===== src/pcs_pkg.sv =====
// Purpose: Constants for the program counter sequencer
// Assumes: 16-bit program words, one system clock
// Notes:   Vector addresses are fixed by the memory map
package pcs_pkg;
   // ****************************************
   // Widths
   // ****************************************
   localparam int PCS_SMALL_WIDTH = 10;
   localparam int PCS_LARGE_WIDTH = 11;
   localparam int PCS_WORD_WIDTH  = 16;
   localparam int PCS_SRC_COUNT   = 5;
   // ****************************************
   // Addresses
   // ****************************************
   localparam logic [10:0] PCS_RESET_ADDR  = 11'h000;
   localparam logic [10:0] PCS_SMALL_TOP   = 11'h3ff;
   localparam logic [10:0] PCS_LARGE_TOP   = 11'h7ff;
   // Vector per source: serial, interval timer, timer 1, timer 0, external pin
   localparam logic [10:0] PCS_VEC_SERIAL  = 11'h001;
   localparam logic [10:0] PCS_VEC_BTIMER  = 11'h002;
   localparam logic [10:0] PCS_VEC_TIMER1  = 11'h003;
   localparam logic [10:0] PCS_VEC_TIMER0  = 11'h004;
   localparam logic [10:0] PCS_VEC_EXTPIN  = 11'h005;
   // ****************************************
   // Operations presented by the decoder
   // ****************************************
   typedef enum logic [3:0] {
      PCS_OP_NONE,
      PCS_OP_JUMP_DIRECT,
      PCS_OP_JUMP_INDIRECT,
      PCS_OP_CALL_DIRECT,
      PCS_OP_CALL_INDIRECT,
      PCS_OP_RETURN,
      PCS_OP_RETURN_SKIP,
      PCS_OP_RETURN_INT,
      PCS_OP_TABLE_READ,
      PCS_OP_SKIP
   } pcs_op_e;
endpackage : pcs_pkg


===== src/pcs_sequencer.sv =====
// Purpose: Next-address logic for the instruction pointer
// Assumes: Decoder presents one operation per instrStep pulse
// Notes:   Stack storage lives outside; push/pop are strobes to it
//
// What this block does
// - Pointer is 10 or 11 bit counter
// - Increment each instruction unless redirected
// - Reset low forces pointer to zero
// - Direct jump loads operand, no stack
// - Indirect jump loads branch address register
// - Direct call pushes pointer plus one, loads operand
// - Call operand range per ROM size
// - Indirect call pushes, loads branch register
// - Returns reload pointer from stack
// - Table read saves, fetches word, restores
// - Table read borrows one stack level
// - True skip turns next instruction into nop unless an interrupt takes that step
// - Skip keeps count and timing equal
// - Interrupt pushes pointer, loads vector
// - Pointer spans whole 16-bit word ROM
// - Lowest addresses hold reset and vectors
// - Vector table one to five
// - Return-and-skip nops first returned instruction unless an interrupt takes that step
// - Table read takes two instruction cycles
`timescale 1ns/10ps
module pcs_sequencer #(
   parameter int  PC_WIDTH  = pcs_pkg::PCS_LARGE_WIDTH,
   parameter int  SRC_COUNT = pcs_pkg::PCS_SRC_COUNT
) (
   input  wire logic                               sys_clk,
   input  wire logic                               rst_n,
   input  wire logic                               instrStep,
   input  wire pcs_pkg::pcs_op_e                   opCode,
   input  wire logic [PC_WIDTH-1:0]                operandAddr,
   input  wire logic                               skipTrue,
   input  wire logic [PC_WIDTH-1:0]                branchAddressRegister,
   input  wire logic [PC_WIDTH-1:0]                stackTop,
   input  wire logic [SRC_COUNT-1:0]               intReq,
   input  wire logic [pcs_pkg::PCS_WORD_WIDTH-1:0] romData,
   output logic [PC_WIDTH-1:0]                     instructionPointer,
   output logic [PC_WIDTH-1:0]                     romAddr,
   output logic                                    stackPush,
   output logic [PC_WIDTH-1:0]                     stackPushData,
   output logic                                    stackPop,
   output logic                                    intAck,
   output logic                                    nopNext,
   output logic                                    busy,
   output logic [pcs_pkg::PCS_WORD_WIDTH-1:0]      tableDataBuffer,
   output logic                                    tableDataValid
);
   // ****************************************
   // State
   // ****************************************
   typedef enum logic [1:0] {PCS_RUN, PCS_TABLE_FETCH} pcs_state_e;

   pcs_state_e                          state;
   pcs_state_e                          next_state;
   logic [PC_WIDTH-1:0]                 next_instructionPointer;
   logic [PC_WIDTH-1:0]                 next_romAddr;
   logic                                next_stackPush;
   logic [PC_WIDTH-1:0]                 next_stackPushData;
   logic                                next_stackPop;
   logic                                next_intAck;
   logic                                next_nopNext;
   logic                                next_busy;
   logic [pcs_pkg::PCS_WORD_WIDTH-1:0]  next_tableDataBuffer;
   logic                                next_tableDataValid;
   logic                                anyReq;
   logic [10:0]                         vector;
   logic [PC_WIDTH-1:0]                 incPointer;

   localparam logic [PC_WIDTH-1:0] ONE = PC_WIDTH'(1);

   pcs_vector_select #(
      .SRC_COUNT(SRC_COUNT)
   ) u_vec (
      .intReq (intReq),
      .anyReq (anyReq),
      .vector (vector)
   );

   // Natural wrap at implemented width
   assign incPointer = instructionPointer + ONE;

   function automatic logic [PC_WIDTH-1:0] clip(input logic [PC_WIDTH-1:0] a);
      // Mask is all ones at both widths; no bit is dropped
      clip = a;
      if (PC_WIDTH > pcs_pkg::PCS_SMALL_WIDTH) begin
         clip = a;
      end
      clip = a & pcs_pkg::PCS_LARGE_TOP[PC_WIDTH-1:0];
   endfunction

   // ****************************************
   // Next values
   // ****************************************
   always_comb begin
      next_state              = state;
      next_instructionPointer = instructionPointer;
      next_romAddr            = romAddr;
      next_stackPush          = 1'b0;
      next_stackPushData      = stackPushData;
      next_stackPop           = 1'b0;
      next_intAck             = 1'b0;
      next_nopNext            = nopNext;
      next_busy               = busy;
      next_tableDataBuffer    = tableDataBuffer;
      next_tableDataValid     = 1'b0;
      if (!rst_n) begin
         next_state              = PCS_RUN;
         next_instructionPointer = pcs_pkg::PCS_RESET_ADDR[PC_WIDTH-1:0];
         next_romAddr            = pcs_pkg::PCS_RESET_ADDR[PC_WIDTH-1:0];
         next_stackPushData      = '0;
         next_nopNext            = 1'b0;
         next_busy               = 1'b0;
         next_tableDataBuffer    = '0;
      end else begin
         case (state)
            PCS_RUN: begin
               if (instrStep) begin
                  next_nopNext = 1'b0;
                  if (anyReq) begin
                     // Interrupt beats the instruction transfer
                     next_stackPush          = 1'b1;
                     next_stackPushData      = instructionPointer;
                     next_instructionPointer = vector[PC_WIDTH-1:0];
                     next_intAck             = 1'b1;
                  end else if (nopNext) begin
                     // Squashed slot still costs one cycle
                     next_instructionPointer = incPointer;
                  end else begin
                     next_instructionPointer = incPointer;
                     case (opCode)
                        pcs_pkg::PCS_OP_JUMP_DIRECT: begin
                           next_instructionPointer = clip(operandAddr);
                        end
                        pcs_pkg::PCS_OP_JUMP_INDIRECT: begin
                           next_instructionPointer = branchAddressRegister;
                        end
                        pcs_pkg::PCS_OP_CALL_DIRECT: begin
                           next_stackPush          = 1'b1;
                           next_stackPushData      = incPointer;
                           next_instructionPointer = clip(operandAddr);
                        end
                        pcs_pkg::PCS_OP_CALL_INDIRECT: begin
                           next_stackPush          = 1'b1;
                           next_stackPushData      = incPointer;
                           next_instructionPointer = branchAddressRegister;
                        end
                        pcs_pkg::PCS_OP_RETURN,
                        pcs_pkg::PCS_OP_RETURN_INT: begin
                           next_stackPop           = 1'b1;
                           next_instructionPointer = stackTop;
                        end
                        pcs_pkg::PCS_OP_RETURN_SKIP: begin
                           next_stackPop           = 1'b1;
                           next_instructionPointer = stackTop;
                           next_nopNext            = 1'b1;
                        end
                        pcs_pkg::PCS_OP_TABLE_READ: begin
                           // Borrow one stack level for the return point
                           next_stackPush          = 1'b1;
                           next_stackPushData      = incPointer;
                           next_instructionPointer = branchAddressRegister;
                           next_busy               = 1'b1;
                           next_state              = PCS_TABLE_FETCH;
                        end
                        pcs_pkg::PCS_OP_SKIP: begin
                           next_nopNext = skipTrue;
                        end
                        default: begin
                           next_instructionPointer = incPointer;
                        end
                     endcase
                  end
                  next_romAddr = next_instructionPointer;
               end
            end
            PCS_TABLE_FETCH: begin
               // Second cycle: capture word, restore from stack
               next_tableDataBuffer    = romData;
               next_tableDataValid     = 1'b1;
               next_stackPop           = 1'b1;
               next_instructionPointer = stackTop;
               next_romAddr            = stackTop;
               next_busy               = 1'b0;
               next_state              = PCS_RUN;
            end
            default: begin
               next_state = PCS_RUN;
            end
         endcase
      end
   end

   // ****************************************
   // Registers
   // ****************************************
   always_ff @(posedge sys_clk) begin
      state              <= next_state;
      instructionPointer <= next_instructionPointer;
      romAddr            <= next_romAddr;
      stackPush          <= next_stackPush;
      stackPushData      <= next_stackPushData;
      stackPop           <= next_stackPop;
      intAck             <= next_intAck;
      nopNext            <= next_nopNext;
      busy               <= next_busy;
      tableDataBuffer    <= next_tableDataBuffer;
      tableDataValid     <= next_tableDataValid;
   end

   // ****************************************
   // Checks
   // ****************************************
   reset_zero_a: assert property (
      @(posedge sys_clk) !rst_n |=> instructionPointer == '0)
      else $error("Pointer not zero after reset");
   reset_quiet_a: assert property (
      @(posedge sys_clk) !rst_n
      |=> !stackPush && !stackPop && !intAck && !busy && !tableDataValid && !nopNext)
      else $error("Strobes not quiet after reset");
   increment_a: assert property (
      @(posedge sys_clk) disable iff (!rst_n)
      (state == PCS_RUN && instrStep && !anyReq && opCode == pcs_pkg::PCS_OP_NONE)
      |=> instructionPointer == $past(instructionPointer) + ONE)
      else $error("Pointer did not increment");
   nop_slot_a: assert property (
      @(posedge sys_clk) disable iff (!rst_n)
      (state == PCS_RUN && instrStep && !anyReq && nopNext)
      |=> instructionPointer == $past(instructionPointer) + ONE && !stackPush && !stackPop)
      else $error("Squashed slot did not advance plainly");
   jump_direct_a: assert property (
      @(posedge sys_clk) disable iff (!rst_n)
      (state == PCS_RUN && instrStep && !anyReq && !nopNext
       && opCode == pcs_pkg::PCS_OP_JUMP_DIRECT)
      |=> instructionPointer == $past(operandAddr) && !stackPush)
      else $error("Direct jump wrong");
   jump_indirect_a: assert property (
      @(posedge sys_clk) disable iff (!rst_n)
      (state == PCS_RUN && instrStep && !anyReq && !nopNext
       && opCode == pcs_pkg::PCS_OP_JUMP_INDIRECT)
      |=> instructionPointer == $past(branchAddressRegister))
      else $error("Indirect jump wrong");
   call_direct_a: assert property (
      @(posedge sys_clk) disable iff (!rst_n)
      (state == PCS_RUN && instrStep && !anyReq && !nopNext
       && opCode == pcs_pkg::PCS_OP_CALL_DIRECT)
      |=> stackPush && stackPushData == $past(instructionPointer) + ONE
          && instructionPointer == $past(operandAddr))
      else $error("Direct call wrong");
   call_push_a: assert property (
      @(posedge sys_clk) disable iff (!rst_n)
      (state == PCS_RUN && instrStep && !anyReq && !nopNext
       && opCode == pcs_pkg::PCS_OP_CALL_INDIRECT)
      |=> stackPush && stackPushData == $past(instructionPointer) + ONE
          && instructionPointer == $past(branchAddressRegister))
      else $error("Call did not push return");
   return_pop_a: assert property (
      @(posedge sys_clk) disable iff (!rst_n)
      (state == PCS_RUN && instrStep && !anyReq && !nopNext
       && opCode == pcs_pkg::PCS_OP_RETURN)
      |=> stackPop && instructionPointer == $past(stackTop))
      else $error("Return did not reload");
   return_skip_a: assert property (
      @(posedge sys_clk) disable iff (!rst_n)
      (state == PCS_RUN && instrStep && !anyReq && !nopNext
       && opCode == pcs_pkg::PCS_OP_RETURN_SKIP)
      |=> stackPop && nopNext && instructionPointer == $past(stackTop))
      else $error("Return and skip wrong");
   int_vector_a: assert property (
      @(posedge sys_clk) disable iff (!rst_n)
      (state == PCS_RUN && instrStep && intReq[0])
      |=> intAck && stackPush && stackPushData == $past(instructionPointer)
          && instructionPointer == pcs_pkg::PCS_VEC_SERIAL[PC_WIDTH-1:0])
      else $error("Interrupt vector wrong");
   int_priority_a: assert property (
      @(posedge sys_clk) disable iff (!rst_n)
      (state == PCS_RUN && instrStep && anyReq)
      |=> intAck && !stackPop && instructionPointer == $past(vector[PC_WIDTH-1:0]))
      else $error("Interrupt did not win");
   table_two_a: assert property (
      @(posedge sys_clk) disable iff (!rst_n)
      (state == PCS_RUN && instrStep && !anyReq && !nopNext
       && opCode == pcs_pkg::PCS_OP_TABLE_READ)
      |=> busy ##1 (!busy && tableDataValid && stackPop))
      else $error("Table read not two cycles");
   table_fetch_a: assert property (
      @(posedge sys_clk) disable iff (!rst_n)
      (state == PCS_TABLE_FETCH)
      |=> tableDataBuffer == $past(romData) && instructionPointer == $past(stackTop)
          && romAddr == $past(stackTop))
      else $error("Table fetch did not restore");
   busy_hold_a: assert property (
      @(posedge sys_clk) disable iff (!rst_n)
      (state == PCS_TABLE_FETCH)
      |=> !stackPush && !intAck)
      else $error("Step taken while busy");
   skip_nop_a: assert property (
      @(posedge sys_clk) disable iff (!rst_n)
      (state == PCS_RUN && instrStep && !anyReq && !nopNext
       && opCode == pcs_pkg::PCS_OP_SKIP && skipTrue) |=> nopNext)
      else $error("Skip not squashing");
   cov_call_c: cover property (@(posedge sys_clk) stackPush && !intAck);
   cov_retskip_c: cover property (@(posedge sys_clk) stackPop && nopNext);
   cov_int_c: cover property (@(posedge sys_clk) intAck);
   cov_table_c: cover property (@(posedge sys_clk) tableDataValid);
   cov_skip_c: cover property (@(posedge sys_clk) nopNext && instrStep);
endmodule // pcs_sequencer


===== src/pcs_vector_select.sv =====
// Purpose: Pick vector address of highest-priority pending interrupt
// Assumes: Request vector bit 0 is serial, bit 4 the external pin
// Notes:   Combinational; lowest vector wins
`timescale 1ns/10ps
module pcs_vector_select #(
   parameter int SRC_COUNT = pcs_pkg::PCS_SRC_COUNT
) (
   input  wire logic [SRC_COUNT-1:0] intReq,
   output logic                      anyReq,
   output logic [10:0]               vector
);
   // ****************************************
   // Priority pick
   // ****************************************
   always_comb begin
      anyReq = 1'b0;
      vector = pcs_pkg::PCS_VEC_SERIAL;
      for (int i = SRC_COUNT - 1; i >= 0; i--) begin
         if (intReq[i]) begin
            anyReq = 1'b1;
            vector = pcs_pkg::PCS_VEC_SERIAL + 11'(i);
         end
      end
   end
endmodule // pcs_vector_select


===== config.mk =====
export PLATFORM = sky130hd
export DESIGN_NAME = pcs_sequencer
export DESIGN_NICKNAME = d
export VERILOG_FILES = /design/src/pcs_pkg.sv /design/src/pcs_sequencer.sv /design/src/pcs_vector_select.sv
export SDC_FILE = /design/constraint.sdc
export NUM_CORES = 1
export LEC_CHECK = 0
export BUFFER_PORTS_ARGS = -buffer_cell sky130_fd_sc_hd__buf_2
export CORE_MARGIN = 2
export CORE_UTILIZATION = 47
export DETAILED_ROUTE_END_ITERATION = 10
export GPL_TIMING_DRIVEN = 0
export PLACE_DENSITY = 0.82
export RECOVER_POWER = 100
export SLEW_MARGIN = 20
export SYNTH_ARGS = -nofsm -noshare
export SYNTH_HDL_FRONTEND = slang
export SYNTH_SLANG_ARGS = --single-unit

===== constraint.sdc =====
create_clock -name sys_clk -period 2.15 [get_ports sys_clk]
set_clock_uncertainty 0.1 [all_clocks]
set_input_delay 0.1075 -clock sys_clk [delete_from_list [all_inputs] [get_ports sys_clk]]
set_output_delay 0.1075 -clock sys_clk [all_outputs]
set_load 0.02 [all_outputs]

# Word level (Yosys, flattened, before mapping)
# Index checks and enable logic that the tools add are counted.
[totals]
ff_bits = 45
inputBits = 62
output_inout_bits = 55
word_cells = 77
[op_classes]
add_sub_neg = 1
eq_ne = 14
n_mux = 36
bitwise_logic = 2
reduce_logical = 14
[ops]
columns = ["cell", "n"]
rows = [
  ["$mux 11", 6],
  ["$pmux 11 s3", 1],
  ["$pmux 11 s2", 1],
  ["$mux 1", 20],
  ["$eq 4x3->1 const B", 4],
  ["$mux 3", 5],
  ["$add 11x1->11 const B", 1],
  ["$reduce_or 3->1", 3],
  ["$eq 4x2->1 const B", 2],
  ["$eq 4x4->1 const B", 2],
  ["$reduce_and 4->1", 2],
  ["$ne 2x2->1 const B", 3],
  ["$pmux 1 s2", 3],
  ["$reduce_and 2->1", 3],
  ["$reduce_and 5->1", 1],
  ["$eq 4x1->1 const B", 1],
  ["$ne 2x1->1 const B", 2],
  ["$reduce_bool 2->1", 2],
  ["$reduce_and 3->1", 1],
  ["$logic_not 2->1", 1],
  ["$not 1->1", 2],
  ["$reduce_or 2->1", 1],
]

# Logic depth before layout (Yosys ltp)
[depth]
ltp_word = 8
mapped_depth = 7
depth_no_buf = 6

# By module
# Synthesis repeated with hierarchy kept, for this count alone.
[unflattened]
cells_unflattened = 345
hier_area_um2 = 2869.0
[by_module_without_submodules]
columns = ["mod", "instances", "cells_per_inst", "area_per_inst_um2", "seq_area_each_um2"]
rows = [
  ["pcs_sequencer", 1, 328, 2760.1, 900.9],
  ["pcs_vector_select", 1, 17, 108.9, 0.0],
]

# Worst setup path after synthesis
# Ideal clock, no wire load.
[synth_timing]
kind = "reg-to-reg"
startpoint = "reg romAddr[0] (netlist name)"
endpoint = "reg romAddr[10]"
arrival_time_ps = 1675
required_time_ps = 1933
setup_slack_ps = 258
stages_incl_launch_ff = 7
n_path_buf = 0
period_less_slack_ps = 1892
cell_sequence = "dfxtp_1 -> ha_1 -> nand3_1 -> nor3_1 -> xnor2_1 -> a21boi_1 -> o22a_1"
[synth_rtl]
columns = ["item", "line_no", "rtl"]
rows = [
  ["to (signal assigned)", "pcs_sequencer.sv:202", "romAddr <= next_romAddr;"],
  ["to (decl)", "pcs_sequencer.sv:41", "output logic [PC_WIDTH-1:0] romAddr,"],
]

# Worst setup path after layout
[layout_timing]
startpoint = "reg nopNext"
endpoint = "reg romAddr[8]"
[layout_between]
elab_chain_cells = 4
[layout_lines]
columns = ["item", "line_no", "rtl"]
rows = [
  ["from (decl)", "pcs_sequencer.sv:46", "output logic nopNext,"],
  ["from (signal assigned)", "pcs_sequencer.sv:207", "nopNext <= next_nopNext;"],
  ["$mux 11", "pcs_sequencer.sv:128", "end else if (nopNext) begin"],
  ["$mux 11", "pcs_sequencer.sv:122", "if (anyReq) begin"],
  ["$mux 11", "pcs_sequencer.sv:120", "if (instrStep) begin"],
  ["$pmux 11 s2", "pcs_sequencer.sv:118", "case (state)"],
]
# No other way between the ends. The select of a mux whose other input is x is not followed.
# A chain may end at the register's enable or synchronous reset.

==> metrics.md <==
| Metric | Value |
|---|---|
| Peak VDD IR | `0.229 mV` |
| CP cell instances | `nor3_1 -> clkbuf_1 -> o21ai_0 -> a21oi_1 -> o22ai_1` |
| Area leader, netlist | `dfxtp_1` |
| Initial antenna violation count | `0` |
| Sequential share of power | `50.1%` |
| DIE HEIGHT | `78.6 um` |
| Relative slew margins | `50.1%` |
| #FFs+latches synth | `45` |
| Congestion Overflow GR | `0` |
| Synth Instances | `324` |
| First-pass GRT wire length | `12500 um` |
| Cell Int Power | `1.23 mW` |
| HP Class | `in -> reg` |
| DRT Pass-1 Iters | `5` |
| Max incr delay on CP | `0.65 ns` |
| H-tree depth | `2` |
| Antenna-violating nets left | `0` |
| Post-Syn Nets | `387` |
| IO buf count | `113` |
| Sw Pwr | `497 uW` |
| Die X | `78.6 um` |
| Netlist cell types | `48` |
| Crit end category | `flop` |
| Most frequent cells in the layout | `buf_2, clkbuf_1, nor2_1, dfxtp_1, dlygate4sd3_1` |
| CP Launch Point | `nopNext` |
| Vias per cell | `5.30` |
| Mean Syn Cell Area | `8.08 um^2` |
| Row cnt | `27` |
| Max-cap violations | `0` |
| Worst Setup Start Kind | `flop` |
| Tmin final | `2.01 ns` |
| Ys Warns | `0` |
| Post-synth EDFFs | `0` |
| Layout cells sized above 1 | `22.6%` |
| Clock buffer depth | `2` |
| Dpl cells | `509` |
| Final hold violations | `0` |
| Diodes inserted | `0` |
| Final period util | `93.4%` |
| Root buf cell | `clkbuf_8` |
| TritonCTS clock tree | `yes` |
| Drt total wl | `7960 um` |
| Initial DRC count | `158` |
| Hold_sp | `branchAddressRegister[1]` |
| Slew Viols, Final | `0` |
| Synth async-reset ratio | `0%` |
| Vias in the first global route | `2661` |
| Cell Area, Synth | `2620 um^2` |
| Area grow syn2layout | `35.9%` |
| Worst path slowest cell | `nor3_1` |
| Top cell type's share of synthesized area | `34.4%` |
| Critical Path RT | `2.23 ns` |
| LEAKAGE | `1.40 nW` |
| Fin util | `65.4%` |
| CTS sink count | `45` |
| Largest cells by area after synthesis | `dfxtp_1, mux2i_1, nor2_1` |
| Total CTS buffers | `5` |
| Largest net degree at the start of global routing | `16` |
| Crit-path leading delay family | `simple AND/OR/NAND/NOR gates` |
| Core Area | `5440 um^2` |
| Nets | `531` |
| Sw Ratio | `28.7%` |
| DR vias | `2869` |
| Drc violations | `0` |
| Placed cell area | `3270 um^2` |
| Reg2reg start | `nopNext` |
| Final Instance Area | `3560 um^2` |
| Crit path kind | `reg -> reg` |
| Final HPWL DP | `5730 um` |
| Most common cell after layout, fill and taps aside | `buf_2` |
| Clock Pin Slew Worst Setup and Hold Paths | `0.08 ns` |
| Gate power share | `19.0%` |
| Die ar. | `6190 um^2` |
| Overall Global Routing Usage | `25.3%` |
| Fmax achieved | `498 MHz` |
| RSZ-0062 raised after global routing | `no` |
| Pwr dens | `486 nW/um^2` |
| Worst-margin pin slew | `0.743 ns` |
| Clk Latency, worst-skew pair | `0.31 ns` |
| Seq/Total Area, Yosys | `34.4%` |
| Status | `complete, no violations` |
| Average wire per standard cell | `14.7 um` |
| Setup bufs post-CTS | `0` |
| Critical Path Fanout Max | `10` |
| CP bufs+invs | `1` |
| Top FF cell, synth | `dfxtp_1` |
| Final setup fails | `0` |
| Initial Util | `48.1%` |
| Layout Cells excl Fill | `541` |
| Routability cong. | `0.869` |
| Clock network power share | `30.9%` |
| CP arrival | `2.09 ns` |
| IO Pins | `117` |
per-stage QoR:
| step | total power, mW | worst slack [ns] | hold WS, ns | setup TNS (ns) |
|---|---|---|---|---|
| floorplan | 1.05 | 0.258 | 0.129 | 0 |
| global placement | 1.17 | 0.0533 | 0.242 | 0 |
| detailed placement | 1.18 | -0.0146 | 0.250 | -0.0251 |
| CTS | 1.74 | 0.0897 | 0.000378 | 0 |
| global route | 1.79 | 0.0478 | 0.0418 | 0 |
| finish | 1.73 | 0.143 | 0.00882 | 0 |
power groups by stage:
stage	Combinational (mW)	Sequential [mW]	Clock (mW)
floorplan	0.151	0.903	0
global placement	0.286	0.883	0
detailed placement	0.291	0.885	0
CTS	0.327	0.865	0.546
global route	0.359	0.868	0.561
finish	0.328	0.866	0.534
Yosys cell counts, types with 9 or more instances:
cell      count
a22oi_1      10
dfxtp_1      45
mux2i_1      18
o22ai_1      10
a21oi_1      23
mux2_2       10
a211oi_1      9
xor2_1        9
clkbuf_1     16
nand2_1      16
buf_4        11
xnor2_1      11
o21ai_0      21
nor2_1       45
layer usage:
metal	routed length, um	track usage (%)
met1	3260	30.9
met2	3890	44.4
met3	664	4.02
met4	142	9.47
met5	0	0
final cells by class:
cell class	instances	area (um^2)
Inverter	6	22.5
Buffer	36	184
Sequential cell	45	901
Tap cell	72	90.1
Multi-Input combinational cell	237	1520
Fill cell	485	1880
Clock buffer	5	68.8
Clock inverter	3	22.5
Timing Repair Buffer	137	748
path summary, 6_finish.rpt:
kind / end / slack, ns / cells past startpoint
setup / recovery: romAddr[8] / 0.14 / 5
hold / removal: romAddr[1] / 0.009 / 3
setup reg to reg: romAddr[8] / 0.14 / 5
hold reg to reg: busy / 0.39 / 2
flip-flops by register name, summed over array words and instances (netlist names):
signal and cells:
tableDataBuffer 16, romAddr 11, stackPushData 11, busy 1, intAck 1, nopNext 1
stackPop 1, stackPush 1, state 1, tableDataValid 1
cells by family (layout without fill, tap and decap cells):
kind of cell    count (synthesis)  in the layout  synth area share (%)
compound gates                 87             87                  20.7
xor+xnor                       20             20                  6.69
fa+ha+maj                       1              1                 0.478
buf+inv                        42            187                  7.88
flops                          45             45                  34.4
mux                            28             28                  11.2
simple gates                  101            101                  18.6
worst reg2reg max path, cell delays in order, from the launching register on:
cell,delay (ns)
dfxtp_1,0.39
nor3_1,0.65
clkbuf_1,0.35
o21ai_0,0.14
a21oi_1,0.17
o22ai_1,0.09
repair_timing:
item	in CTS	in global routing
hold endpoints to repair	24	0
gates resized for setup	0	4
setup endpoints to repair	0	10
hold buffers	24	0
(Power assumes the default switching activity.)
